==> config.mk <==
export PLATFORM = sky130hd
export DESIGN_NAME = disk_control_bus_handshake
export DESIGN_NICKNAME = d
export VERILOG_FILES = /design/src/disk_bus_pkg.sv /design/src/protect_decode.sv /design/src/disk_control_bus_handshake.sv
export VERILOG_INCLUDE_DIRS = /design/src
export SDC_FILE = /design/constraint.sdc
export NUM_CORES = 1
export LEC_CHECK = 0
export ABC_CLOCK_PERIOD_IN_PS = 2300
export BUFFER_PORTS_ARGS = -buffer_cell sky130_fd_sc_hd__buf_2
export CAP_MARGIN = 20
export CORE_ASPECT_RATIO = 1.1
export CORE_MARGIN = 5
export CORE_UTILIZATION = 45
export CTS_CLUSTER_DIAMETER = 50
export DETAILED_ROUTE_END_ITERATION = 8
export HOLD_SLACK_MARGIN = 0.12
export PLACE_DENSITY_LB_ADDON = 0.15
export RECOVER_POWER = 25
export SYNTH_ARGS = -nofsm -noshare
export SYNTH_HDL_FRONTEND = slang
export SYNTH_SLANG_ARGS = --single-unit
==> constraint.sdc <==
create_clock -name clock_i -period 2.3 [get_ports clock_i]
set_clock_uncertainty 0.05 [all_clocks]
set_input_delay 0.115 -clock clock_i [delete_from_list [all_inputs] [get_ports clock_i]]
set_output_delay 0.115 -clock clock_i [all_outputs]
set_load 0.05 [all_outputs]
==> src/disk_bus_map.svh <==
// Offsets, field positions, reset values and timing counts for the disk control bus.
`ifndef DISK_BUS_MAP_SVH
`define DISK_BUS_MAP_SVH

`define DCB_CLK_PERIOD_NS 50
`define DCB_DIR_SETUP_NS 200
`define DCB_SETTLE_NS 500
`define DCB_SETTLE_CYC ((`DCB_SETTLE_NS + `DCB_CLK_PERIOD_NS - 1) / `DCB_CLK_PERIOD_NS)

`define DCB_WORD_UNIT 2'h0
`define DCB_WORD_CYL 2'h1
`define DCB_WORD_HEAD 2'h2
`define DCB_WORD_CTRL 2'h3
`define DCB_UNIT_MSB 7
`define DCB_UNIT_LSB 4
`define DCB_FAULT_CLEAR_BIT 4
`define DCB_RW_ERROR_BIT 5
`define DCB_PROT_RESET 3'h0
`define DCB_SERVO_HEAD 5

`define DCB_PMASK_NONE 8'h00
`define DCB_PMASK_H0 8'h01
`define DCB_PMASK_H1 8'h02
`define DCB_PMASK_H2 8'h04
`define DCB_PMASK_H3 8'h08
`define DCB_PMASK_H4 8'h10
`define DCB_PMASK_H0_2 8'h07
`define DCB_PMASK_H0_4 8'h1f

`endif

==> src/disk_bus_pkg.sv <==
// Types shared by the disk control bus drive logic.
package disk_bus_pkg;

   typedef logic [7:0] byte_t;

   typedef enum logic [1:0] {
      ST_IDLE = 2'b00,
      ST_SETTLE = 2'b01,
      ST_HOLD = 2'b10
   } hs_state_t;

endpackage

==> src/protect_decode.sv <==
// Head write-protect code to head mask decoder.
`timescale 1ns/100ps
`include "disk_bus_map.svh"
module protect_decode
   import disk_bus_pkg::*;
#(
   parameter int SERVO_HEAD = `DCB_SERVO_HEAD
) (
   input wire logic [2:0] code_i,
   output logic [7:0] mask_o
);

   if (SERVO_HEAD < 0 || SERVO_HEAD > 7) begin : g_bad_servo
      $error("SERVO_HEAD must lie in 0..7");
   end

   always_comb begin
      case (code_i)
         3'h0: mask_o = `DCB_PMASK_NONE;
         3'h1: mask_o = `DCB_PMASK_H0;
         3'h2: mask_o = `DCB_PMASK_H1;
         3'h3: mask_o = `DCB_PMASK_H2;
         3'h4: mask_o = `DCB_PMASK_H3;
         3'h5: mask_o = `DCB_PMASK_H4;
         3'h6: mask_o = `DCB_PMASK_H0_2;
         default: mask_o = `DCB_PMASK_H0_4;
      endcase
      mask_o[SERVO_HEAD] = 1'b1;
   end

endmodule

==> src/disk_control_bus_handshake.sv <==
// Drive-side control bus handshake, command latch and head write-protect logic.
`timescale 1ns/100ps
`include "disk_bus_map.svh"
module disk_control_bus_handshake
   import disk_bus_pkg::*;
#(
   parameter int SETTLE_CYC = `DCB_SETTLE_CYC,
   parameter int SERVO_HEAD = `DCB_SERVO_HEAD
) (
   input wire logic clock_i,
   input wire logic sys_rst_i,
   input wire logic attention_request_i,
   input wire logic direction_i,
   input wire logic word_select_low_i,
   input wire logic word_select_high_i,
   input wire logic [7:0] bus_data_i,
   input wire logic write_enable_i,
   input wire logic [3:0] unit_address_jumper_i,
   input wire logic [2:0] protect_jumper_i,
   input wire logic [7:0] status_word0_i,
   input wire logic [7:0] status_word1_i,
   input wire logic [7:0] status_word2_i,
   input wire logic [7:0] status_word3_i,
   output logic [7:0] bus_data_o,
   output logic bus_data_oe_o,
   output logic cycle_acknowledge_o,
   output logic [3:0] unit_ack_o,
   output logic selected_o,
   output logic drive_fault_o,
   output logic rw_error_o,
   output logic [7:0] command_word0_o,
   output logic [7:0] command_word1_o,
   output logic [7:0] command_word2_o,
   output logic [7:0] command_word3_o,
   output logic fault_clear_o,
   output logic [2:0] protect_code_o,
   output logic head_protected_o
);

   localparam int PIN_W = 20;
   localparam int ACK_MAX = SETTLE_CYC + 2;
   localparam logic [7:0] SETTLE_LAST = 8'(SETTLE_CYC - 1);

   if (SETTLE_CYC < 1 || SETTLE_CYC > 256) begin : g_bad_settle
      $error("SETTLE_CYC must lie in 1..256");
   end

   // Pin synchroniser: three stages, a bit changes once stages two and three agree.
   logic [PIN_W-1:0] pins;
   logic [PIN_W-1:0] s1_reg, s2_reg, s3_reg, filt_reg;
   logic [PIN_W-1:0] s1_next, s2_next, s3_next, filt_next;

   assign pins = {attention_request_i, direction_i, word_select_high_i, word_select_low_i,
                  write_enable_i, bus_data_i, unit_address_jumper_i, protect_jumper_i};

   always_comb begin
      s1_next = pins;
      s2_next = s1_reg;
      s3_next = s2_reg;
      filt_next = (s2_reg & s3_reg) | (filt_reg & (s2_reg ^ s3_reg));
   end

   always_ff @(posedge clock_i) begin
      if (sys_rst_i) begin
         s1_reg <= '0;
         s2_reg <= '0;
         s3_reg <= '0;
         filt_reg <= '0;
      end else begin
         s1_reg <= s1_next;
         s2_reg <= s2_next;
         s3_reg <= s3_next;
         filt_reg <= filt_next;
      end
   end

   logic attention_request_f, dir_f, we_f;
   logic [1:0] word_f;
   byte_t data_f;
   logic [3:0] unit_f;
   logic [2:0] wpj_f;

   assign attention_request_f = filt_reg[19];
   assign dir_f = filt_reg[18];
   assign word_f = filt_reg[17:16];
   assign we_f = filt_reg[15];
   assign data_f = filt_reg[14:7];
   assign unit_f = filt_reg[6:3];
   assign wpj_f = filt_reg[2:0];

   function automatic byte_t status_pick(input logic [1:0] w, input byte_t s0, input byte_t s1,
                                         input byte_t s2, input byte_t s3);
      case (w)
         2'h0: status_pick = s0;
         2'h1: status_pick = s1;
         2'h2: status_pick = s2;
         default: status_pick = s3;
      endcase
   endfunction

   // Handshake group.
   hs_state_t state_reg, state_next;
   logic [7:0] cnt_reg, cnt_next;
   logic ack_reg, ack_next;
   logic oe_reg, oe_next;
   byte_t dout_reg, dout_next;
   logic exec;
   logic rw_err_reg, rw_err_next;
   byte_t status3;

   assign status3 = status_word3_i | (byte_t'(rw_err_reg) << `DCB_RW_ERROR_BIT);

   logic selected_reg, selected_next;

   always_comb begin
      state_next = state_reg;
      cnt_next = cnt_reg;
      ack_next = ack_reg;
      oe_next = oe_reg;
      dout_next = dout_reg;
      exec = 1'b0;
      case (state_reg)
         ST_IDLE: begin
            if (attention_request_f) begin
               state_next = ST_SETTLE;
               cnt_next = 8'h00;
            end
         end
         ST_SETTLE: begin
            if (!attention_request_f) begin
               state_next = ST_IDLE;
            end else if (cnt_reg == SETTLE_LAST) begin
               state_next = ST_HOLD;
               ack_next = 1'b1;
               if (dir_f) begin
                  exec = 1'b1;
               end else if (selected_reg) begin
                  oe_next = 1'b1;
                  dout_next = status_pick(word_f, status_word0_i, status_word1_i,
                                          status_word2_i, status3);
               end
            end else begin
               cnt_next = cnt_reg + 8'h01;
            end
         end
         ST_HOLD: begin
            if (!attention_request_f) begin
               state_next = ST_IDLE;
               ack_next = 1'b0;
               oe_next = 1'b0;
            end
         end
         default: begin
            state_next = ST_IDLE;
            ack_next = 1'b0;
            oe_next = 1'b0;
         end
      endcase
   end

   always_ff @(posedge clock_i) begin
      if (sys_rst_i) begin
         state_reg <= ST_IDLE;
         cnt_reg <= 8'h00;
         ack_reg <= 1'b0;
         oe_reg <= 1'b0;
         dout_reg <= 8'h00;
      end else begin
         state_reg <= state_next;
         cnt_reg <= cnt_next;
         ack_reg <= ack_next;
         oe_reg <= oe_next;
         dout_reg <= dout_next;
      end
   end

   // Command group. Word 0 is decoded by every drive so that selection can move.
   byte_t cw0_reg, cw1_reg, cw2_reg, cw3_reg;
   byte_t cw0_next, cw1_next, cw2_next, cw3_next;
   logic [2:0] prot_reg, prot_next;
   logic fclr_reg, fclr_next;
   logic fault_reg, fault_next;
   logic [3:0] uack_reg, uack_next;
   logic hprot_reg, hprot_next;
   logic prot_load, exec_sel, prot_now, wp_violation;
   logic [2:0] eff_code;
   logic [7:0] prot_mask;

   assign exec_sel = exec && selected_reg;
   assign prot_load = exec_sel && (word_f == `DCB_WORD_CTRL);

   assign eff_code = (wpj_f != 3'h0) ? wpj_f : prot_reg;

   protect_decode #(
      .SERVO_HEAD(SERVO_HEAD)
   ) u_protect_decode (
      .code_i(eff_code),
      .mask_o(prot_mask)
   );

   assign prot_now = prot_mask[cw2_reg[2:0]];
   assign wp_violation = we_f && selected_reg && prot_now;

   always_comb begin
      cw0_next = cw0_reg;
      cw1_next = cw1_reg;
      cw2_next = cw2_reg;
      cw3_next = cw3_reg;
      prot_next = prot_reg;
      selected_next = selected_reg;
      fclr_next = 1'b0;
      if (exec && (word_f == `DCB_WORD_UNIT)) begin
         cw0_next = data_f;
         selected_next = (data_f[`DCB_UNIT_MSB:`DCB_UNIT_LSB] == unit_f) && (unit_f != 4'h0);
      end
      if (exec_sel && (word_f == `DCB_WORD_CYL)) begin
         cw1_next = data_f;
      end
      if (exec_sel && (word_f == `DCB_WORD_HEAD)) begin
         cw2_next = data_f;
      end
      if (prot_load) begin
         cw3_next = data_f;
         prot_next = data_f[2:0];
         fclr_next = data_f[`DCB_FAULT_CLEAR_BIT];
      end
      uack_next = selected_next ? unit_f : 4'h0;
      hprot_next = prot_now;
      // protected write faults; a new violation wins over a clear
      fault_next = wp_violation || (fault_reg && !fclr_reg);
      rw_err_next = wp_violation || (rw_err_reg && !fclr_reg);
   end

   always_ff @(posedge clock_i) begin
      if (sys_rst_i) begin
         cw0_reg <= 8'h00;
         cw1_reg <= 8'h00;
         cw2_reg <= 8'h00;
         cw3_reg <= 8'h00;
         prot_reg <= `DCB_PROT_RESET;
         selected_reg <= 1'b0;
         fclr_reg <= 1'b0;
         fault_reg <= 1'b1;
         rw_err_reg <= 1'b0;
         uack_reg <= 4'h0;
         hprot_reg <= 1'b0;
      end else begin
         cw0_reg <= cw0_next;
         cw1_reg <= cw1_next;
         cw2_reg <= cw2_next;
         cw3_reg <= cw3_next;
         prot_reg <= prot_next;
         selected_reg <= selected_next;
         fclr_reg <= fclr_next;
         fault_reg <= fault_next;
         rw_err_reg <= rw_err_next;
         uack_reg <= uack_next;
         hprot_reg <= hprot_next;
      end
   end

   assign bus_data_o = dout_reg;
   assign bus_data_oe_o = oe_reg;
   assign cycle_acknowledge_o = ack_reg;
   assign unit_ack_o = uack_reg;
   assign selected_o = selected_reg;
   assign drive_fault_o = fault_reg;
   assign rw_error_o = rw_err_reg;
   assign command_word0_o = cw0_reg;
   assign command_word1_o = cw1_reg;
   assign command_word2_o = cw2_reg;
   assign command_word3_o = cw3_reg;
   assign fault_clear_o = fclr_reg;
   assign protect_code_o = prot_reg;
   assign head_protected_o = hprot_reg;
endmodule

==> summary.txt, run 1 <==
Worst slew margin: 37.64%
Hold Fails Final Rpt: 0
max cap viols: 0
Yosys top cell area share: 53.49%
I/O pins: 108
post-route minimum period: 2.108 ns
Fmax: 0.4744 GHz
Yosys cell types: 47
Die H: 123.6 µm
TritonCTS sink count: 141
# diodes: 0
CTS Buf Count: 17
CP Data Required Time: 2.53 ns
Final Worst Setup Slack: 0.1921 ns
CTS root buffer: clkbuf_16
pre-CTS setup slack: 0.1730 ns
htree depth: 4
reg-to-reg critical path startpoint: cnt_reg[0]
worst-skew pair later-pin latency: 0.41 ns
Leak: 2.891 nW
die area: 14,000 µm²
Post-Syn Instances: 491
synth top area cells: dfxtp_1, mux2i_1, nor2b_1
Max Slew Vio Count: 0
grt ovf: 0
Final ANT Viol Nets: 0
Finished Layout Cells: 801
wire per inst: 14.10 µm
clock tree buffer depth: 2
wire length of the first global-routing pass: 18.67 mm
# setup viols final: 0
maximum number of pins on one net before global-route repair: 84
initial antenna violation count: 0
cell count of the worst hold path: 4
Worst setup EP type: flop
syn avg cell area: 10.75 µm²
#FFs+latches synth: 141
vias in the first global route: 3,732
Reg clk slew, reported paths: 0.06 ns
design area: 6873 µm²
Syn Std Cell Area: 5278 µm²
count leader, synth: dfxtp_1
Synth Net Count: 567
Pre-antenna DRT Iters: 4
Post-synth ARST share: 0%
Final Wtd Congestion: 0.8727
CP arrival: 2.34 ns
TNS Setup: 0 ns
vias: 3,846
peak supply drop: 0.4803 mV
Via-to-Cell Ratio: 4.801
RSZ-0062 raised after global routing: false
Final #Nets: 714
most common flop cell mapped by yosys: dfxtp_1
Crit Reg-Reg Endpoint: unit_ack_o[2]
hold crit path type: in2reg
status: complete, no violations
Critical Path Sink: unit_ack_o[2]
Inst Count DP: 732
final worst-path cycle share: 91.65%
register area share after synthesis: 53.49%
DR DRC count: 0
flop2flop setup slack: 0.19 ns
chip width: 113.3 µm
Power Dens Cells: 761.9 nW/µm²
Area Overhead vs Synth: 30.23%
Total GRT Usage: 16.87%
crit-path max FO: 5
Ys Warns: 0
Reg2Reg Depth: 7
number of DRC markers in iteration 0: 175
post-detail-place hpwl: 7.761 mm
CP startpoint: cnt_reg[0]
Site Rows: 41
core area: 11,490 µm²
number of flops mapped to enable cells by yosys: 0
CTS tree: done
Startpoint Class: flop
area leader, netlist: dfxtp_1
most frequent cells after synthesis: dfxtp_1, nor2_1, nor2b_1
number of port buffers: 107
initial core utilization: 45.93%
final core utilization: 59.81%
area post-placement: 5982 µm²
Tightest Pin Transition: 0.9355 ns
share of cells above drive strength 1: 21.81%
WS Path Type: reg2reg
total wire length: 11.29 mm
where the power goes:
part           leakage (nW)  switching, W  internal, W
sequential             1.15     0.0000160      0.00249
clock                 0.267       0.00101      0.00152
combinational          1.48     0.0000784     0.000118
routing by layer:
metal	vias up	part of all wire [%]	track usage (%)	wire length (µm)
met5	-	0	0	0
met4	0	1.9	6.386	212
met3	19	6.0	4.810	675
met2	108	48	28.30	5425
met1	1772	44	20.72	4978
li1	1947	-	-	-
worst max-delay path, stage by stage, from the launching register on:
cell     delay (ns)
dfxtp_1        0.38
ha_1           0.17
nor4b_4        0.18
buf_4          0.18
nand3_4        0.12
nor4_4         0.35
mux2i_2        0.46
nor3b_2        0.09
repair_timing:
| action | 4_1_cts | 5_1_grt |
|---|---|---|
| setup buffers | 0 | 1 |
| endpoints found under the setup margin | 0 | 5 |
| resized for setup | 0 | 1 |
| hold endpoints to repair | 43 | 0 |
| hold buffers | 36 | 0 |
area by class of cell:
cell class / count / area, µm²
fillers: 997 / 4618
flip-flops and latches: 141 / 2824
multi-input cells: 315 / 2308
repair buffers: 155 / 960.9
clock buffers: 20 / 446.7
well taps: 150 / 187.7
clock inverters: 12 / 115.1
inverters: 8 / 30.03
layout by cell type (no fill, tap or decap), drive strengths merged, types with 2 or more instances in the layout:
cell type and instances:
and3 3, xor2 6, o21ai 4, nor3b 10, nand2 10, a22oi 2, nand2b 5, xnor2 3
dlygate4sd3 36, clkbuf 51, clkinv 6, clkinvlp 3, nor3 3, mux2i 42, buf 88, nand3 5
dfxtp 141, nand4 3, nor2 77, inv 10, nor2b 65, a21oi 26, mux4 8, a221oi 2
nor4 3, ha 22
worst min path at each step:
| stage | start | end | slack [ns] |
|---|---|---|---|
| 2_1_floorplan | protect_jumper_i[0] | s1_reg[0] | 0.19 |
| 3_5_place_dp | protect_jumper_i[1] | s1_reg[1] | 0.28 |
| 5_1_grt | status_word2_i[4] | bus_data_o[4] | 0.14 |
| 4_1_cts | status_word2_i[4] | bus_data_o[4] | 0.12 |
| 3_3_place_gp | unit_address_jumper_i[0] | s1_reg[3] | 0.28 |
| 6_report | status_word2_i[5] | bus_data_o[5] | 0.13 |
kinds of logic after synthesis:
kind of cell | after synthesis | share of synthesized area (%)
and+or+nand+nor | 192 | 20.70
DFF | 141 | 53.49
xor gates and xnor gates | 9 | 1.494
muxes | 51 | 11.66
AOI/OAI and AO/OA | 41 | 4.576
adders and majority gates | 22 | 5.216
buffers and inverters | 35 | 2.869
per-stage QoR:
step	power, W	hold WS [ns]
global route	0.005435	0.1355
floorplan	0.002638	0.1932
detailed placement	0.002705	0.2796
global placement	0.002702	0.2778
CTS	0.005309	0.1208
finish	0.005236	0.1310
Note: power is estimated with default switching activity, not from simulation.
==> run 2, diff against run 1 <==
- ABC_AREA: default -> 1
- CORE_ASPECT_RATIO: 1.1 -> 0.6
- GPL_TIMING_DRIVEN: default -> 0
==> summary.txt, run 2 <==
status: complete, no violations (unchanged)
post-route minimum period: 2.150 ns (was 2.108 ns)
Cell Chain, Critical Path: nor2_1 -> clkbuf_2 -> nand2_1 -> nand4_1 -> dlygate4sd3_1 -> nand2_1 -> a21oi_1 (was ha_1 -> nor4b_4 -> buf_4 -> nand3_4 -> nor4_4 -> mux2i_2 -> nor3b_2)
area post-placement: 6056 µm² (was 5982 µm²)
Die H: 94.23 µm (was 123.6 µm)
Leak: 3.187 nW (was 2.891 nW)
Inst Count DP: 931 (was 732)
Final Wtd Congestion: 0.8505 (was 0.8727)
I/O pins: 108 (unchanged)
Area Overhead vs Synth: 33.35% (was 30.23%)
crit-path max FO: 10 (was 5)
wire per inst: 13.59 µm (was 14.10 µm)
initial core utilization: 46.47% (was 45.93%)
postcts setup bufs: 0 (unchanged)
Pre-antenna DRT Iters: 5 (was 4)
total wire length: 13.68 mm (was 11.29 mm)
area leader, netlist: dfxtp_1 (unchanged)
Yosys cell types: 32 (was 47)
syn avg cell area: 8.012 µm² (was 10.75 µm²)
Tightest Pin Transition: 0.7307 ns (was 0.9355 ns)
vias: 4,723 (was 3,846)
CTS root buffer: clkbuf_16 (unchanged)
wire length of the first global-routing pass: 21.94 mm (was 18.67 mm)
core area: 11,450 µm² (was 11,490 µm²)
Worst slew margin: 51.28% (was 37.64%)
maximum number of pins on one net before global-route repair: 17 (was 84)
initial antenna violation count: 0 (unchanged)
register area share after synthesis: 53.06% (was 53.49%)
Post-synth ARST share: 0% (unchanged)
synth top area cells: dfxtp_1, nor2_1, inv_1 (was dfxtp_1, mux2i_1, nor2b_1)
design area: 7094 µm² (was 6873 µm²)
TNS Setup: 0 ns (unchanged)
Post-Syn Instances: 664 (was 491)
Max Slew Vio Count: 0 (unchanged)
final worst-path cycle share: 93.49% (was 91.65%)
Final ANT Viol Nets: 0 (unchanged)
htree depth: 4 (unchanged)
Startpoint Class: flop (unchanged)
Reg clk slew, reported paths: 0.05 ns (was 0.06 ns)
TritonCTS sink count: 141 (unchanged)
count leader, synth: nor2_1 (was dfxtp_1)
grt ovf: 0 (unchanged)
most frequent cells in the layout: nor2_1, dfxtp_1, inv_1 (was dfxtp_1, nor2_1, buf_2)
most frequent cells after synthesis: nor2_1, dfxtp_1, inv_1 (was dfxtp_1, nor2_1, nor2b_1)
Final #Nets: 911 (was 714)
number of flops mapped to enable cells by yosys: 0 (unchanged)
# setup viols final: 0 (unchanged)
Ys Warns: 0 (unchanged)
max cap viols: 0 (unchanged)
#FFs+latches synth: 141 (unchanged)
CTS Buf Count: 17 (unchanged)
commonest non-fill, non-tap cell in the layout: nor2_1 (was dfxtp_1)
max incr delay on CP: 0.57 ns (was 0.46 ns)
peak supply drop: 0.6234 mV (was 0.4803 mV)
clock tree buffer depth: 2 (unchanged)
cell count of the worst hold path: 2 (was 4)
Via-to-Cell Ratio: 4.690 (was 4.801)
die area: 14,170 µm² (was 14,000 µm²)
Worst setup EP type: flop (unchanged)
Syn Std Cell Area: 5320 µm² (was 5278 µm²)
Yosys top cell area share: 53.06% (was 53.49%)
Reg2Reg Depth: 7 (unchanged)
vias in the first global route: 4,653 (was 3,732)
share of cells above drive strength 1: 14.40% (was 21.81%)
WS Path Type: reg2reg (unchanged)
# diodes: 0 (unchanged)
chip width: 150.4 µm (was 113.3 µm)
CP arrival: 2.44 ns (was 2.34 ns)
post-detail-place hpwl: 9.488 mm (was 7.761 mm)
hold crit path type: reg2reg (was in2reg)
Hold Fails Final Rpt: 0 (unchanged)
final core utilization: 61.97% (was 59.81%)
slowest CP cell: dlygate4sd3_1 (was mux2i_2)
number of DRC markers in iteration 0: 200 (was 175)
CTS tree: done (unchanged)
most common flop cell mapped by yosys: dfxtp_1 (unchanged)
Finished Layout Cells: 1,007 (was 801)
Synth Net Count: 740 (was 567)
RSZ-0062 raised after global routing: false (unchanged)
worst-skew pair later-pin latency: 0.42 ns (was 0.41 ns)
DR DRC count: 0 (unchanged)
number of port buffers: 107 (unchanged)
Site Rows: 30 (was 41)
Final Total Pwr: 0.005733 W (was 0.005236 W)
CP Data Required Time: 2.59 ns (was 2.53 ns)
Fmax: 0.4651 GHz (was 0.4744 GHz)
Power Dens Cells: 808.2 nW/µm² (was 761.9 nW/µm²)
Total GRT Usage: 19.87% (was 16.87%)
CP dominant cell by count: nand2_1
[run 2: cell types whose count changed in the layout (fill, tap and decap cells not counted), sizes merged, moves of 22 or more]
cell,before,now
a21oi,26,48
buf,88,66
clkbuf,51,81
inv,10,109
mux2i,42,0
nand2,10,89
nor2,77,155
nor2b,65,0
o21ai,4,34
[run 2: metrics by stage]
stage | hold WS [ns] | worst slack [ns]
after global placement | 0.2626 | 0.5159
after floorplan | 0.1720 | 0.6699
after global routing | 0.3725 | 0.06733
after detailed placement | 0.2703 | 0.4795
after CTS | 0.3520 | 0.02431
final | 0.3496 | 0.1498
[run 2: final timing paths]
check                        to  slack, ns         start
setup / recovery  bus_data_o[3]       0.15  filt_reg[16]
hold / removal       s2_reg[18]       0.35    s1_reg[18]
setup reg to reg  bus_data_o[3]       0.15  filt_reg[16]
hold reg to reg      s2_reg[18]       0.35    s1_reg[18]
[run 2: layout make-up]
cell class	count	area (µm²)
sequential	141	2823
inverter	109	409.1
clock inverter	11	188.9
multi-input combinational	394	1987
tap	160	200.2
timing repair buffer	152	927.1
clock buffer	20	456.7
fill	1025	4354
buffer	20	102.6
[run 2: repair_timing]
item / 4_1_cts / 5_1_grt
setup endpoints to repair: 0 / 2
gates resized for setup: 0 / 2
endpoints found under the hold margin: 31 / 0
hold buffers: 45 / 0
[run 2: cell families (layout without fill, tap and decap cells)]
| family | count (synthesis) | in the layout | share of synthesized area (%) |
|---|---|---|---|
| DFF | 141 | 141 | 53.06 |
| xor gates and xnor gates | 3 | 3 | 0.4940 |
| buffers and inverters | 129 | 312 | 9.595 |
| adders and majority gates | 22 | 22 | 5.174 |
| AOI/OAI and AO/OA | 94 | 94 | 9.878 |
| and+or+nand+nor | 275 | 275 | 21.80 |
[run 2: where the power goes]
group	total, W	switching (W)	internal (W)
Clock	0.00299	0.00102	0.00197
Sequential	0.00250	0.0000167	0.00249
Combinational	0.000236	0.000115	0.000122
[run 2: critical path, delay by kind of cell, from the launching register on]
family	cells	cell delay (ns)
AO/OA/AOI/OAI	1	0.12
buffers and inverters	2	0.92
flip-flops	1	0.35
AND/OR/NAND/NOR	4	0.62
[run 2: layer usage]
layer	wire, µm	GRT usage (%)	part of all wire (%)
met5	0	0	0
met3	953	5.352	7.0
met4	165	6.773	1.2
met1	6351	24.67	46
met2	6213	33.43	45
==> run 3, diff against run 2 <==
- ABC_CLOCK_PERIOD_IN_PS: 2300 -> 2050
- clock period: 2.3 -> 2.05 ns (I/O delays scaled with it)
==> summary.txt, run 3 (same netlist as run 2, synthesis figures left out) <==
Comb power frac: 4.2% (was 4.1%)
Flop pwr share: 43.6% (was 43.7%)
max cap viols: 0 (unchanged)
CP startpoint: filt_reg[16] (unchanged)
maximum number of pins on one net before global-route repair: 17 (unchanged)
hold crit path type: reg2reg (unchanged)
chip width: 150.4 µm (unchanged)
CTS Buf Count: 17 (unchanged)
initial core utilization: 46.47% (unchanged)
Final Total Pwr: 0.006439 W (was 0.005733 W)
postcts setup bufs: 0 (unchanged)
Power Dens Cells: 902.2 nW/µm² (was 808.2 nW/µm²)
TNS Setup: 0 ns (unchanged)
I/O pins: 108 (unchanged)
Hold EP: s2_reg[16] (was s2_reg[18])
Clock Power Share: 52.1% (was 52.2%)
flop2flop setup slack: 0.10 ns (was 0.15 ns)
TritonCTS sink count: 141 (unchanged)
htree depth: 4 (unchanged)
CTS tree: done (unchanged)
# diodes: 0 (unchanged)
post-detail-place hpwl: 9.488 mm (unchanged)
Hold Slack: 0.3500 ns (was 0.3496 ns)
Startpoint Class: flop (unchanged)
status: complete, no violations (unchanged)
grt ovf: 0 (unchanged)
worst-skew pair later-pin latency: 0.42 ns (about the same)
Max Slew Vio Count: 0 (unchanged)
peak supply drop: 0.6982 mV (was 0.6234 mV)
CP arrival: 2.17 ns (was 2.44 ns)
CTS root buffer: clkbuf_16 (unchanged)
switching fraction of total power: 20.09% (about the same)
final core utilization: 62.34% (was 61.97%)
cell-internal power: 0.005145 W (was 0.004582 W)
number of DRC markers in iteration 0: 176 (was 200)
vias: 4,738 (was 4,723)
post-route minimum period: 1.945 ns (was 2.150 ns)
Tightest Pin Transition: 0.7297 ns (was 0.7307 ns)
most frequent cells in the layout: nor2_1, dfxtp_1, inv_1 (unchanged)
vias in the first global route: 4,718 (was 4,653)
number of port buffers: 107 (unchanged)
Reg clk slew, reported paths: 0.05 ns (about the same)
Crit Reg-Reg Endpoint: bus_data_o[7] (was bus_data_o[3])
WS Path Type: reg2reg (unchanged)
Worst slew margin: 51.35% (was 51.28%)
Die H: 94.23 µm (unchanged)
Final #Nets: 915 (was 911)
Final ANT Viol Nets: 0 (unchanged)
total wire length: 13.84 mm (was 13.68 mm)
die area: 14,170 µm² (unchanged)
NetSw: 0.001294 W (was 0.001152 W)
DR DRC count: 0 (unchanged)
Pre-antenna DRT Iters: 5 (unchanged)
share of cells above drive strength 1: 14.34% (was 14.40%)
Via-to-Cell Ratio: 4.686 (was 4.690)
Leak: 3.198 nW (was 3.187 nW)
RSZ-0062 raised after global routing: false (unchanged)
CP Data Required Time: 2.27 ns (was 2.59 ns)
cell count of the worst hold path: 2 (unchanged)
core area: 11,450 µm² (unchanged)
wire per inst: 13.69 µm (was 13.59 µm)
crit-path max FO: 9 (was 10)
area post-placement: 6056 µm² (unchanged)
design area: 7137 µm² (was 7094 µm²)
# fillers: 1,012 (was 1,025)
Hold Startpoint: s1_reg[16] (was s1_reg[18])
Final Wtd Congestion: 0.8505 (unchanged)
Worst setup EP type: flop (unchanged)
Reg2Reg Depth: 7 (unchanged)
commonest non-fill, non-tap cell in the layout: nor2_1 (unchanged)
reg-to-reg critical path startpoint: filt_reg[16] (unchanged)
wire length of the first global-routing pass: 22.32 mm (was 21.94 mm)
Site Rows: 30 (unchanged)
Total GRT Usage: 20.19% (was 19.87%)
Area Overhead vs Synth: 34.15% (was 33.35%)
initial antenna violation count: 0 (unchanged)
clock tree buffer depth: 2 (unchanged)
final worst-path cycle share: 94.90% (was 93.49%)
Hold Fails Final Rpt: 0 (unchanged)
Fmax: 0.5140 GHz (was 0.4651 GHz)
# setup viols final: 0 (unchanged)
run 3: layout make-up:
class                   count  area (µm²)  area share, %
flip-flops and latches    141        2823          39.55
multi-input cells         394        1987          27.84
repair buffers            156       967.2          13.55
clock buffers              20       456.7          6.399
inverters                 109       412.9          5.785
well taps                 160       200.2          2.805
clock inverters            11       188.9          2.647
plain buffers              20       101.3          1.420
run 3: repair_timing:
action,4_1_cts,5_1_grt
setup endpoints to repair,0,2
endpoints found under the hold margin,31,0
hold buffers,49,0
resized for setup,0,1
run 3: critical path, stage by stage (launching register included):
cell	delay [ns]
dfxtp_1	0.35
nand2_1	0.24
clkinvlp_4	0.27
nand2_1	0.12
nand4_1	0.09
dlygate4sd3_1	0.56
nand2_1	0.07
a21oi_1	0.05
run 3: stage by stage:
step / setup slack (ns) / std cells
5_1_grt: 0.004312 / 1011
3_5_place_dp: 0.2295 / 931
4_1_cts: 0.09855 / 1011
2_1_floorplan: 0.4199 / 664
3_3_place_gp: 0.2659 / 931
6_report: 0.1046 / 1011
run 3: how the worst max path moves through the flow:
stage | end | slack [ns]
floorplan | command_word2_o[1] | 0.42
global route | bus_data_o[7] | 0.004
finish | bus_data_o[7] | 0.10
global placement | command_word2_o[3] | 0.27
detailed placement | command_word2_o[7] | 0.23
CTS | bus_data_o[7] | 0.1
run 3: routing by layer:
metal,global-route usage [%],share of wire [%],vias up
li1,-,-,2415
met1,25.11,46,2129
met5,0,0,-
met4,7.610,1.8,0
met2,33.47,45,169
met3,5.545,7.4,25
run 3: power by group through the flow:
stage / Clock (W) / Combinational, W / Sequential [W]
global placement: 0 / 0.000191 / 0.00287
global route: 0.00353 / 0.000305 / 0.00281
detailed placement: 0 / 0.000194 / 0.00287
finish: 0.00336 / 0.000273 / 0.00281
CTS: 0.00341 / 0.000269 / 0.00281
floorplan: 0 / 0.000106 / 0.00286
